**config.mk**
```make
export PLATFORM = sky130hd
export DESIGN_NAME = uart_ctl
export DESIGN_NICKNAME = d
export VERILOG_FILES = /design/src/rtl/uart_ctl_pkg.sv /design/src/rtl/uart_ctl.sv
export VERILOG_INCLUDE_DIRS = /design/src /design/src/rtl
export SDC_FILE = /design/constraint.sdc
export NUM_CORES = 1
export LEC_CHECK = 0
export ABC_AREA = 1
export BUFFER_PORTS_ARGS = -buffer_cell sky130_fd_sc_hd__buf_2
export CAP_MARGIN = 15
export CORE_MARGIN = 8
export CORE_UTILIZATION = 54
export CTS_BUF_LIST = sky130_fd_sc_hd__clkbuf_16
export CTS_CLUSTER_SIZE = 14
export DETAILED_ROUTE_END_ITERATION = 12
export GPL_TIMING_DRIVEN = 0
export PLACE_DENSITY = 0.91
export SKIP_CTS_REPAIR_TIMING = 1
export SLEW_MARGIN = 20
export SYNTH_ARGS = -nofsm -noshare
export SYNTH_HDL_FRONTEND = slang
export SYNTH_SLANG_ARGS = --single-unit
export TNS_END_PERCENT = 100
```
**constraint.sdc**
```tcl
create_clock -name clk -period 3.7 [get_ports clk]
set_input_delay 0.555 -clock clk [delete_from_list [all_inputs] [get_ports clk]]
set_output_delay 0.555 -clock clk [all_outputs]
set_load 0.1 [all_outputs]
```
**src/rtl/uart_ctl_cfg.svh**
```systemverilog
// Register offsets, field positions, reset values and timing constants for the serial control block
`ifndef UART_CTL_CFG_SVH
`define UART_CTL_CFG_SVH
`define ADDR_RBR_THR      3'h0
`define ADDR_IER          3'h1
`define ADDR_IIR_FCR      3'h2
`define ADDR_MCR          3'h4
`define ADDR_LSR          3'h5
`define ADDR_MSR          3'h6
`define ADDR_SCR          3'h7
`define IER_RESET         4'h0
`define FCR_RESET         8'h00
`define MCR_RESET         5'h00
`define SCR_RESET         8'h00
`define FCR_EN_BIT        0
`define FCR_RXRST_BIT     1
`define FCR_TXRST_BIT     2
`define FCR_DMA_BIT       3
`define MCR_LOOP_BIT      4
`define IID_NONE          4'h1
`define IID_RLS           4'h6
`define IID_RDA           4'h4
`define IID_CTO           4'hc
`define IID_THRE          4'h2
`define IID_MSR           4'h0
`define TRIG_LVL0         5'h01
`define TRIG_LVL1         5'h04
`define TRIG_LVL2         5'h08
`define TRIG_LVL3         5'h0e
`define CTO_CHAR_TIMES    3'h4
`define RCLK_PER_CHAR     8'ha0
`endif

```
**src/rtl/uart_ctl_pkg.sv**
```systemverilog
// Types shared by the serial control block
package uart_ctl_pkg;
   typedef struct packed {
      logic [2:0] addr;
      logic [7:0] wdata;
      logic       wr;
      logic       rd;
   } bus_req_t;

   typedef struct packed {
      logic dtr_n;
      logic rts_n;
      logic aux_a_n;
      logic aux_b_n;
   } modem_out_t;

   typedef enum logic [4:0] {
      SRC_NONE = 5'b00001,
      SRC_RLS  = 5'b00010,
      SRC_RDA  = 5'b00100,
      SRC_THRE = 5'b01000,
      SRC_MSR  = 5'b10000
   } irq_src_t;
endpackage

```
**src/rtl/uart_ctl.sv**
```systemverilog
// Interrupt identification, enables, scratch, FIFO control and modem control of the serial transceiver
`timescale 1ns/100ps
`include "uart_ctl_cfg.svh"

module uart_ctl #(
   parameter int FIFO_DEPTH    = 16,
   parameter int CNT_W         = 5,
   parameter int RCLK_PER_CHAR = `RCLK_PER_CHAR
) (
   // Clock and reset
   input  wire logic                    clk,
   input  wire logic                    sys_rst,
   // Register port
   input  wire logic [2:0]              addr,
   input  wire logic [7:0]              wdata,
   input  wire logic                    wr,
   input  wire logic                    rd,
   output logic      [7:0]              rdata,
   // Receive and transmit data path, line and modem status
   input  wire logic [7:0]              rx_data,
   input  wire logic [CNT_W-1:0]        rx_fifo_count,
   input  wire logic                    rx_data_ready,
   input  wire logic                    rx_push,
   input  wire logic                    line_error,
   input  wire logic [7:0]              line_status_reg,
   input  wire logic                    thr_empty,
   input  wire logic [7:0]              modem_status_reg,
   input  wire logic                    rclk_en,
   // Modem handshake inputs, active low pins
   input  wire logic                    cts_n,
   input  wire logic                    dsr_n,
   input  wire logic                    ri_n,
   input  wire logic                    carrier_detect_input_n,
   // Modem status seen by the status logic
   output logic      [3:0]              modem_in_level,
   // Serial lines
   input  wire logic                    serial_rx_line,
   input  wire logic                    tx_shift_out,
   output logic                         serial_tx_line,
   output logic                         rx_shift_in,
   // FIFO and DMA control
   output logic                         fifo_enable,
   output logic                         rx_fifo_reset,
   output logic                         tx_fifo_reset,
   output logic                         dma_mode_select,
   output logic                         trigger_reached,
   // Modem outputs and interrupt
   output uart_ctl_pkg::modem_out_t     modem_out,
   output logic                         irq_output
);

   uart_ctl_pkg::bus_req_t req;
   uart_ctl_pkg::irq_src_t src;

   logic [3:0] int_enable_reg_q;
   logic [7:0] fifo_ctrl_reg_q;
   logic [4:0] modem_ctrl_reg_q;
   logic [7:0] scratch_q;
   logic       rx_fifo_reset_q;
   logic       tx_fifo_reset_q;
   logic       thre_pend_q;
   logic       thre_empty_q;
   logic       rls_pend_q;
   logic [7:0] rdata_q;
   logic [7:0] char_tick_q;
   logic [2:0] idle_chars_q;
   logic       cto_pend_q;

   assign req = '{addr: addr, wdata: wdata, wr: wr, rd: rd};

   // Address decode
   function automatic logic hit(input logic [2:0] a, input logic [2:0] target);
      return a == target;
   endfunction

   wire wr_ier  = req.wr && hit(req.addr, `ADDR_IER);
   wire wr_fcr  = req.wr && hit(req.addr, `ADDR_IIR_FCR);
   wire wr_mcr  = req.wr && hit(req.addr, `ADDR_MCR);
   wire wr_scr  = req.wr && hit(req.addr, `ADDR_SCR);
   wire wr_thr  = req.wr && hit(req.addr, `ADDR_RBR_THR);
   wire rd_rbr  = req.rd && hit(req.addr, `ADDR_RBR_THR);
   wire rd_iir  = req.rd && hit(req.addr, `ADDR_IIR_FCR);
   wire rd_lsr  = req.rd && hit(req.addr, `ADDR_LSR);
   wire rd_msr  = req.rd && hit(req.addr, `ADDR_MSR);

   wire loop    = modem_ctrl_reg_q[`MCR_LOOP_BIT];
   wire fifo_on = fifo_ctrl_reg_q[`FCR_EN_BIT];

   // Trigger level decode
   logic [4:0] trig_lvl;
   always_comb begin
      unique case (fifo_ctrl_reg_q[7:6])
         2'h0: trig_lvl = `TRIG_LVL0;
         2'h1: trig_lvl = `TRIG_LVL1;
         2'h2: trig_lvl = `TRIG_LVL2;
         2'h3: trig_lvl = `TRIG_LVL3;
      endcase
   end

   assign trigger_reached = fifo_on && (5'(rx_fifo_count) >= trig_lvl);

   // Source conditions
   wire rda_cond  = fifo_on ? trigger_reached : rx_data_ready;
   wire msr_cond  = |modem_status_reg[3:0];
   wire rls_en    = int_enable_reg_q[2] && rls_pend_q;
   wire rda_en    = int_enable_reg_q[0] && rda_cond;
   wire cto_en    = int_enable_reg_q[0] && fifo_on && cto_pend_q;
   wire thre_en   = int_enable_reg_q[1] && thre_pend_q;
   wire msr_en    = int_enable_reg_q[3] && msr_cond;

   // Priority encoder
   always_comb begin
      if (rls_en)
         src = uart_ctl_pkg::SRC_RLS;
      else if (rda_en || cto_en)
         src = uart_ctl_pkg::SRC_RDA;
      else if (thre_en)
         src = uart_ctl_pkg::SRC_THRE;
      else if (msr_en)
         src = uart_ctl_pkg::SRC_MSR;
      else
         src = uart_ctl_pkg::SRC_NONE;
   end

   logic [3:0] iid;
   always_comb begin
      unique case (src)
         uart_ctl_pkg::SRC_RLS:  iid = `IID_RLS;
         uart_ctl_pkg::SRC_RDA:  iid = rda_en ? `IID_RDA : `IID_CTO;
         uart_ctl_pkg::SRC_THRE: iid = `IID_THRE;
         uart_ctl_pkg::SRC_MSR:  iid = `IID_MSR;
         default:                iid = `IID_NONE;
      endcase
   end

   wire [7:0] int_ident_reg = {{2{fifo_on}}, 2'h0, iid};

   // Read data mux
   logic [7:0] rd_mux;
   always_comb begin
      unique case (req.addr)
         `ADDR_RBR_THR: rd_mux = rx_data;
         `ADDR_IER:     rd_mux = {4'h0, int_enable_reg_q};
         `ADDR_IIR_FCR: rd_mux = int_ident_reg;
         `ADDR_MCR:     rd_mux = {3'h0, modem_ctrl_reg_q};
         `ADDR_LSR:     rd_mux = line_status_reg;
         `ADDR_MSR:     rd_mux = modem_status_reg;
         `ADDR_SCR:     rd_mux = scratch_q;
         default:       rd_mux = 8'h00;
      endcase
   end

   always_ff @(posedge clk) begin
      if (sys_rst)
         rdata_q <= 8'h00;
      else if (req.rd)
         rdata_q <= rd_mux;
   end
   assign rdata = rdata_q;

   // Writable registers
   always_ff @(posedge clk) begin
      if (sys_rst) begin
         int_enable_reg_q <= `IER_RESET;
         modem_ctrl_reg_q <= `MCR_RESET;
         scratch_q        <= `SCR_RESET;
      end else begin
         if (wr_ier)
            int_enable_reg_q <= req.wdata[3:0];
         if (wr_mcr)
            modem_ctrl_reg_q <= req.wdata[4:0];
         if (wr_scr)
            scratch_q <= req.wdata;
      end
   end

   // FIFO control; reset bits never stored, they only pulse
   always_ff @(posedge clk) begin
      if (sys_rst) begin
         fifo_ctrl_reg_q <= `FCR_RESET;
         rx_fifo_reset_q <= 1'b0;
         tx_fifo_reset_q <= 1'b0;
      end else begin
         rx_fifo_reset_q <= 1'b0;
         tx_fifo_reset_q <= 1'b0;
         if (wr_fcr) begin
            if (req.wdata[`FCR_EN_BIT]) begin
               fifo_ctrl_reg_q <= {req.wdata[7:6], 2'h0, req.wdata[`FCR_DMA_BIT], 3'h1};
               rx_fifo_reset_q <= req.wdata[`FCR_RXRST_BIT];
               tx_fifo_reset_q <= req.wdata[`FCR_TXRST_BIT];
            end else begin
               fifo_ctrl_reg_q[`FCR_EN_BIT] <= 1'b0;
            end
         end
      end
   end

   assign fifo_enable     = fifo_on;
   assign rx_fifo_reset   = rx_fifo_reset_q;
   assign tx_fifo_reset   = tx_fifo_reset_q;
   assign dma_mode_select = fifo_on && fifo_ctrl_reg_q[`FCR_DMA_BIT];

   // Line status pending; a new error wins over the clearing read
   always_ff @(posedge clk) begin
      if (sys_rst)
         rls_pend_q <= 1'b0;
      else if (line_error)
         rls_pend_q <= 1'b1;
      else if (rd_lsr)
         rls_pend_q <= 1'b0;
   end

   // Transmit empty: set on rising empty, cleared by write or by an ident read while it is the source shown
   always_ff @(posedge clk) begin
      if (sys_rst) begin
         thre_pend_q  <= 1'b0;
         // Idle transmitter is empty; a low here would fake an edge after reset
         thre_empty_q <= 1'b1;
      end else begin
         thre_empty_q <= thr_empty;
         if (thr_empty && !thre_empty_q)
            thre_pend_q <= 1'b1;
         else if (wr_thr || (rd_iir && src == uart_ctl_pkg::SRC_THRE))
            thre_pend_q <= 1'b0;
      end
   end

   // Character timeout, counted in receiver clock ticks
   wire fifo_activity = rx_push || rd_rbr || rx_fifo_reset_q;
   wire char_done     = rclk_en && (char_tick_q == 8'(RCLK_PER_CHAR - 1));
   always_ff @(posedge clk) begin
      if (sys_rst) begin
         char_tick_q  <= 8'h00;
         idle_chars_q <= 3'h0;
         cto_pend_q   <= 1'b0;
      end else if (fifo_activity || rx_fifo_count == '0) begin
         char_tick_q  <= 8'h00;
         idle_chars_q <= 3'h0;
         cto_pend_q   <= 1'b0;
      end else if (rclk_en) begin
         char_tick_q <= char_done ? 8'h00 : char_tick_q + 8'h01;
         if (char_done && idle_chars_q != `CTO_CHAR_TIMES)
            idle_chars_q <= idle_chars_q + 3'h1;
         if (idle_chars_q == `CTO_CHAR_TIMES)
            cto_pend_q <= 1'b1;
      end
   end

   // Modem outputs, loopback
   wire [3:0] mc = modem_ctrl_reg_q[3:0];
   always_comb begin
      if (loop)
         modem_out = '{dtr_n: 1'b1, rts_n: 1'b1, aux_a_n: 1'b1, aux_b_n: 1'b1};
      else
         modem_out = '{dtr_n: ~mc[0], rts_n: ~mc[1], aux_a_n: ~mc[2], aux_b_n: ~mc[3]};
   end

   // Modem levels as active-high cts, dsr, ri, dcd
   assign modem_in_level = loop ? {mc[3], mc[2], mc[0], mc[1]}
                                : {~carrier_detect_input_n, ~ri_n, ~dsr_n, ~cts_n};

   assign serial_tx_line = loop ? 1'b1 : tx_shift_out;
   assign rx_shift_in    = loop ? tx_shift_out : serial_rx_line;

   assign irq_output = (src != uart_ctl_pkg::SRC_NONE);

endmodule

```
==> results of run 1 <==
-- power groups by stage --
stage	registers, uW	logic, uW	clock network, uW
4_1_cts	517	216	514
3_3_place_gp	528	209	0
6_report	517	218	510
2_1_floorplan	557	117	0
3_5_place_dp	528	214	0
5_1_grt	519	233	538
-- logic make-up (layout without fill, tap and decap cells) --
family / after synthesis / in the layout / share of synthesized area (%)
fa+ha+maj: 7 / 7 / 3.704
buf+inv: 47 / 132 / 7.513
mux: 1 / 1 / 0.4233
simple gates: 164 / 164 / 30.58
compound gates: 75 / 75 / 17.73
xor+xnor: 3 / 3 / 1.111
flops: 46 / 46 / 38.94
-- metal layers --
layer,wire (um),track usage [%],vias up
met5,0,0,-
met4,269,12.11,0
met3,750,6.818,29
met2,3632,38.20,149
met1,2685,21.85,1192
li1,-,-,1303
-- path summary, 6_finish.rpt --
check,from,endpoint,slack [ns],cells past startpoint
worst max-delay path,fifo_ctrl_reg_q[6]$_SDFFE_PP0P_,irq_output,1.02,11
worst min-delay path,thr_empty,thre_empty_q$_SDFF_PP1_,0.45,3
worst max register to register,fifo_ctrl_reg_q[6]$_SDFFE_PP0P_,rdata[3]$_SDFFE_PP0P_,1.89,12
worst min register to register,fifo_ctrl_reg_q[3]$_SDFFE_PP0P_,fifo_ctrl_reg_q[3]$_SDFFE_PP0P_,0.46,2
-- layout make-up --
type	count	share of cell area, %
Timing Repair Buffer	77	12.91
Tap cell	52	2.179
Sequential cell	46	30.85
Clock buffer	5	4.191
Multi-Input combinational cell	250	42.41
Clock inverter	3	1.509
Inverter	41	5.155
Buffer	6	0.7963
-- cell usage in the layout (no fill, tap or decap), types with 2 or more instances in the layout --
cell,instances
nand3_1,20
dfxtp_1,46
nand2_2,2
nor2_1,31
clkinvlp_4,2
xor2_1,2
nor3b_1,2
nand4_1,6
or2_2,3
clkbuf_1,5
inv_1,38
ha_1,7
a21oi_1,31
inv_2,2
o21ai_0,31
o2111ai_1,2
clkbuf_16,5
nor3_1,7
o2bb2ai_1,2
a22oi_1,4
buf_2,78
nand2_1,88
-- worst max-delay path, stage by stage (launching register included) --
cell and delay [ns]:
dfxtp_1 0.35, inv_1 0.08, ha_1 0.30, nand2_1 0.05
inv_1 0.04, nand3_1 0.07, nand3_1 0.08, nand2_1 0.09
nand3_1 0.10, nand2_1 0.12, nand3_1 0.11, buf_2 0.43
-- metrics by stage --
stage,setup WS [ns],area [um2],total power [uW],cells
2_1_floorplan,0.4876,2365,674.2,343
3_3_place_gp,1.133,2815,736.7,472
3_5_place_dp,1.091,2815,741.6,472
4_1_cts,1.027,2985,1247,480
5_1_grt,0.8337,2985,1290,480
6_report,1.023,2985,1245,480
-- flip-flops by register name, indices dropped and copies added (netlist names), 3 cells and up --
| signal | flops |
|---|---|
| modem_ctrl_reg_q | 5 |
| idle_chars_q | 3 |
| rdata | 8 |
| fifo_ctrl_reg_q | 4 |
| int_enable_reg_q | 4 |
| scratch_q | 8 |
| char_tick_q | 8 |
==> impl_metrics.ini, run 1 <==
[worst_setup_path]
cp-end-kind = output port
worstPathRequired_ns = 3.14
cp.arrival_ns = 2.12
critical_path_class = reg -> out
critPathMaxFanout = 5
cp-start-kind = flop

[routing]
via_count = 2673
drt-initial-drc-count = 252
avgViaCountPerCell = 5.569
firstDrtPassIters = 5
post_drt_wl_per_cell_um = 15.29
drcViolationCount = 0
detail-route-antenna-nets = 0
wl_um = 7338

[timing]
worst_slew_pin_slew_ns = 0.6941
setup-tns-final_ns = 0
rsz0062_at_grt = false
hold_slack_ns = 0.4534
min_period_over_period_pct = 72.36
hold_viol = 0
skew_ns = 0.002852
fmax_mhz = 373.5
finalSetupViolations = 0
min_period_ns = 2.677
finalMaxSlewViolations = 0
maxSlewHeadroom_pct = 53.48

[power_and_ir_drop]
power.internal_uw = 883.1
ir_worst_vdd_v = 0.0003236
p_leak_uw = 0.001364
power_switching_uw = 362.1
pwr-share-seq_pct = 41.6
swShare_pct = 29.08
clockPowerShare_pct = 40.9
p_per_area_nw_per_um2 = 417.1
combinationalPowerShare_pct = 17.5

[global_routing]
grt_pass1_vias = 2558
grt_max_degree = 16
grt_pass1_wl_um = 11300
grt_use_total_pct = 21.50
grt-ovfl-total = 0
antenna_found_initial = 0

[synthesis]
syn_avg_cell_area_um2 = 6.894
yosys_warnings = 0
synthDominantCellAreaShare_pct = 38.94
synthCells = 343
synth_top_area_cell = dfxtp_1
syn_nets = 405
syn-cell-area_um2 = 2365
synth-main-ff-cell = dfxtp_1
synthArstFlopShare_pct = 0
ys_ff_latch = 46
synth.most_common_cell = nand2_1
synth_common_cells = nand2_1, dfxtp_1, inv_1
synth_seq_area_share_pct = 38.94
synth_edf_count = 0
synth_area_leaders = dfxtp_1, nand2_1, a21oi_1
ys_types = 33

[run_status]
status = finished, final reports clean

[final_layout]
multiInputGateArea_um2 = 1266
syn_to_final_growth_pct = 26.24
final_util_pct = 69.52
ff_latch_area_um2 = 920.9
diodes = 0
fillCellCount = 372
nets = 489
drive_gt1_share_pct = 23.13

[cts]
cts_buffers = 5
cts_tree = yes
clk_pin_slew_ns = 0.06
htreeDepth = 2
cts_root_buf = clkbuf_16
clock_sink_count = 46
ctsLongestPathBuffers = 2
clock_latency_ns = 0.29

[floorplanning]
die_h_um = 82.18
dieArea_um2 = 6753
start_util_pct = 55.07
rows = 24
ios = 79
die_x_um = 82.18
fp.coreArea_um2 = 4294

[placed_design]
place_congestion = 0.9057
hpwl_um = 5568
port_buffers = 77

[run]
drv_cap = 0

[worst_hold_path]
hp-class = in -> reg
No activity file was read; power rests on OpenSTA's default activity.
==> inputs of run 2 (changes only) <==
--- a/config.mk
+++ b/config.mk
@@ -10,12 +10,12 @@
 export BUFFER_PORTS_ARGS = -buffer_cell sky130_fd_sc_hd__buf_2
 export CAP_MARGIN = 15
 export CORE_MARGIN = 8
-export CORE_UTILIZATION = 54
+export CORE_UTILIZATION = 50
 export CTS_BUF_LIST = sky130_fd_sc_hd__clkbuf_16
 export CTS_CLUSTER_SIZE = 14
 export DETAILED_ROUTE_END_ITERATION = 12
 export GPL_TIMING_DRIVEN = 0
-export PLACE_DENSITY = 0.91
+export PLACE_DENSITY = 0.85
 export SKIP_CTS_REPAIR_TIMING = 1
 export SLEW_MARGIN = 20
 export SYNTH_ARGS = -nofsm -noshare
==> constraint.sdc (replaced) <==
create_clock -name clk -period 2.62 [get_ports clk]
set_input_delay 0.393 -clock clk [delete_from_list [all_inputs] [get_ports clk]]
set_output_delay 0.393 -clock clk [all_outputs]
set_load 0.1 [all_outputs]
==> run 2 against run 1 <==
  * Combinational power grew 40%
  * First-iteration DRC count shrank 30%
  * Die area grew 6.4%
  * Global-route usage shrank 2.1 points
  * Sequential cell count is the same
  * Setup slack lost 0.79 ns
  * Routed wire length shrank 4.6%
  * Critical path type unchanged
  * Largest cell class unchanged
==> impl_metrics.ini, run 2 (same netlist as run 1, synthesis figures left out) <==
[worst_setup_path]
critPathMaxFanout = 5
path_cells = inv_1, ha_1, nand2_1, inv_1, nand3_1, nand3_1, nand2_1, nand3_1, nand2_1, nand3_2, clkbuf_4
path_delay_family = simple AND/OR/NAND/NOR gates
critical_path_class = reg -> out
cpPeakStageDelay_ns = 0.35
cp.arrival_ns = 2.00
cp-start-kind = flop
path_buf_inv = 3
crit_slowest_cell = dfxtp_1
worstPathRequired_ns = 2.23
cp-end-kind = output port

[timing]
min_period_over_period_pct = 91.20
fmax_mhz = 418.5
setup-tns-final_ns = 0
min_period_ns = 2.389
finalMaxSlewViolations = 0
hold_viol = 0
maxSlewHeadroom_pct = 64.12
finalSetupViolations = 0
worst_slew_pin_slew_ns = 0.5352
skew_ns = 0.001488
rsz0062_at_grt = false
hold_slack_ns = 0.3142

[cts]
htreeDepth = 2
cts_buffers = 5
clock_latency_ns = 0.28
clock_sink_count = 46
ctsLongestPathBuffers = 2
cts_tree = yes
cts_root_buf = clkbuf_16
clk_pin_slew_ns = 0.06

[run_status]
status = finished, final reports clean

[floorplanning]
dieArea_um2 = 7186
fp.coreArea_um2 = 4629
die_h_um = 84.77
start_util_pct = 51.08
ios = 79
rows = 25
die_x_um = 84.77

[placed_design]
placed_cell_area_um2 = 2823
place_congestion = 0.9255
port_buffers = 77
hpwl_um = 5577

[final_layout]
nets = 489
drive_gt1_share_pct = 22.95
syn_to_final_growth_pct = 25.24
diodes = 0
final_util_pct = 63.97
final_cell_mix = nand2_1, buf_2, dfxtp_1
final_cell_area_um2 = 2962
final_common_cell = nand2_1

[power_and_ir_drop]
ir_worst_vdd_v = 0.0003030
p_leak_uw = 0.001361
p_per_area_nw_per_um2 = 552.7

[global_routing]
grt_use_total_pct = 19.41
grt-ovfl-total = 0
grt_max_degree = 14
grt_pass1_vias = 2546
antenna_found_initial = 0
grt_pass1_wl_um = 11330

[routing]
drcViolationCount = 0
detail-route-antenna-nets = 0
firstDrtPassIters = 5
drt-initial-drc-count = 177
via_count = 2580
avgViaCountPerCell = 5.364
post_drt_wl_per_cell_um = 14.56
wl_um = 7001

[worst_hold_path]
hp-class = in -> reg

[run]
drv_cap = 0
run 2: cell count changes in the layout (fill, tap and decap cells not counted), sizes merged:
cell / previous run / this run
buf: 78 / 77
bufinv: 1 / 0
clkbuf: 10 / 11
clkinvlp: 2 / 1
inv: 40 / 41
run 2: report_power, final:
part | internal [uW] | switching (uW) | total, uW
combinational | 79.0 | 227 | 306
sequential | 719 | 12.0 | 731
clock | 345 | 255 | 600
run 2: final timing paths:
check	slack, ns	cells past startpoint	start	endpoint
worst min-delay path	0.31	3	thr_empty	thre_empty_q$_SDFF_PP1_
worst max-delay path	0.23	11	fifo_ctrl_reg_q[6]$_SDFFE_PP0P_	irq_output
worst min register to register	0.46	2	rdata[2]$_SDFFE_PP0P_	rdata[2]$_SDFFE_PP0P_
worst max register to register	0.84	13	fifo_ctrl_reg_q[6]$_SDFFE_PP0P_	rdata[0]$_SDFFE_PP0P_
run 2: per-layer routing:
layer  global-route usage (%)  up-vias  routed length, um  share of wire, %
met1                    21.41     1150               2874                41
met3                    6.634       15                665               9.5
met2                    33.50      114               3300                47
met5                        0        -                  0                 0
li1                         -     1301                  -                 -
met4                    7.282        0                160               2.3
run 2: cell type report:
class / count / area, um2
clock buffer: 5 / 125.1
inverter: 41 / 153.9
sequential: 46 / 920.9
multi-input combinational: 250 / 1271
tap: 54 / 67.56
timing repair buffer: 77 / 387.9
clock inverter: 2 / 11.26
buffer: 6 / 23.77
fill: 452 / 1668
run 2: worst register-to-register path, cell delays in order, from the launching register on:
cell     delay [ns]
dfxtp_1        0.35
inv_1          0.07
ha_1           0.28
nand2_1        0.07
nand2_1        0.04
nand2_1        0.07
nand3_1        0.08
nand2_1        0.13
nand3_1        0.09
nand2_1        0.16
nand4_1        0.10
nand2_1        0.09
nand2_1        0.05
a21oi_1        0.13
run 2: metrics by stage:
| stage | power [uW] | worst slack (ns) | instances |
|---|---|---|---|
| after detailed placement | 1050 | 0.3223 | 474 |
| after global routing | 1695 | 0.02340 | 481 |
| final | 1637 | 0.2305 | 481 |
| after floorplan | 952.6 | -0.3714 | 343 |
| after CTS | 1646 | 0.1189 | 481 |
| after global placement | 1045 | 0.3819 | 474 |
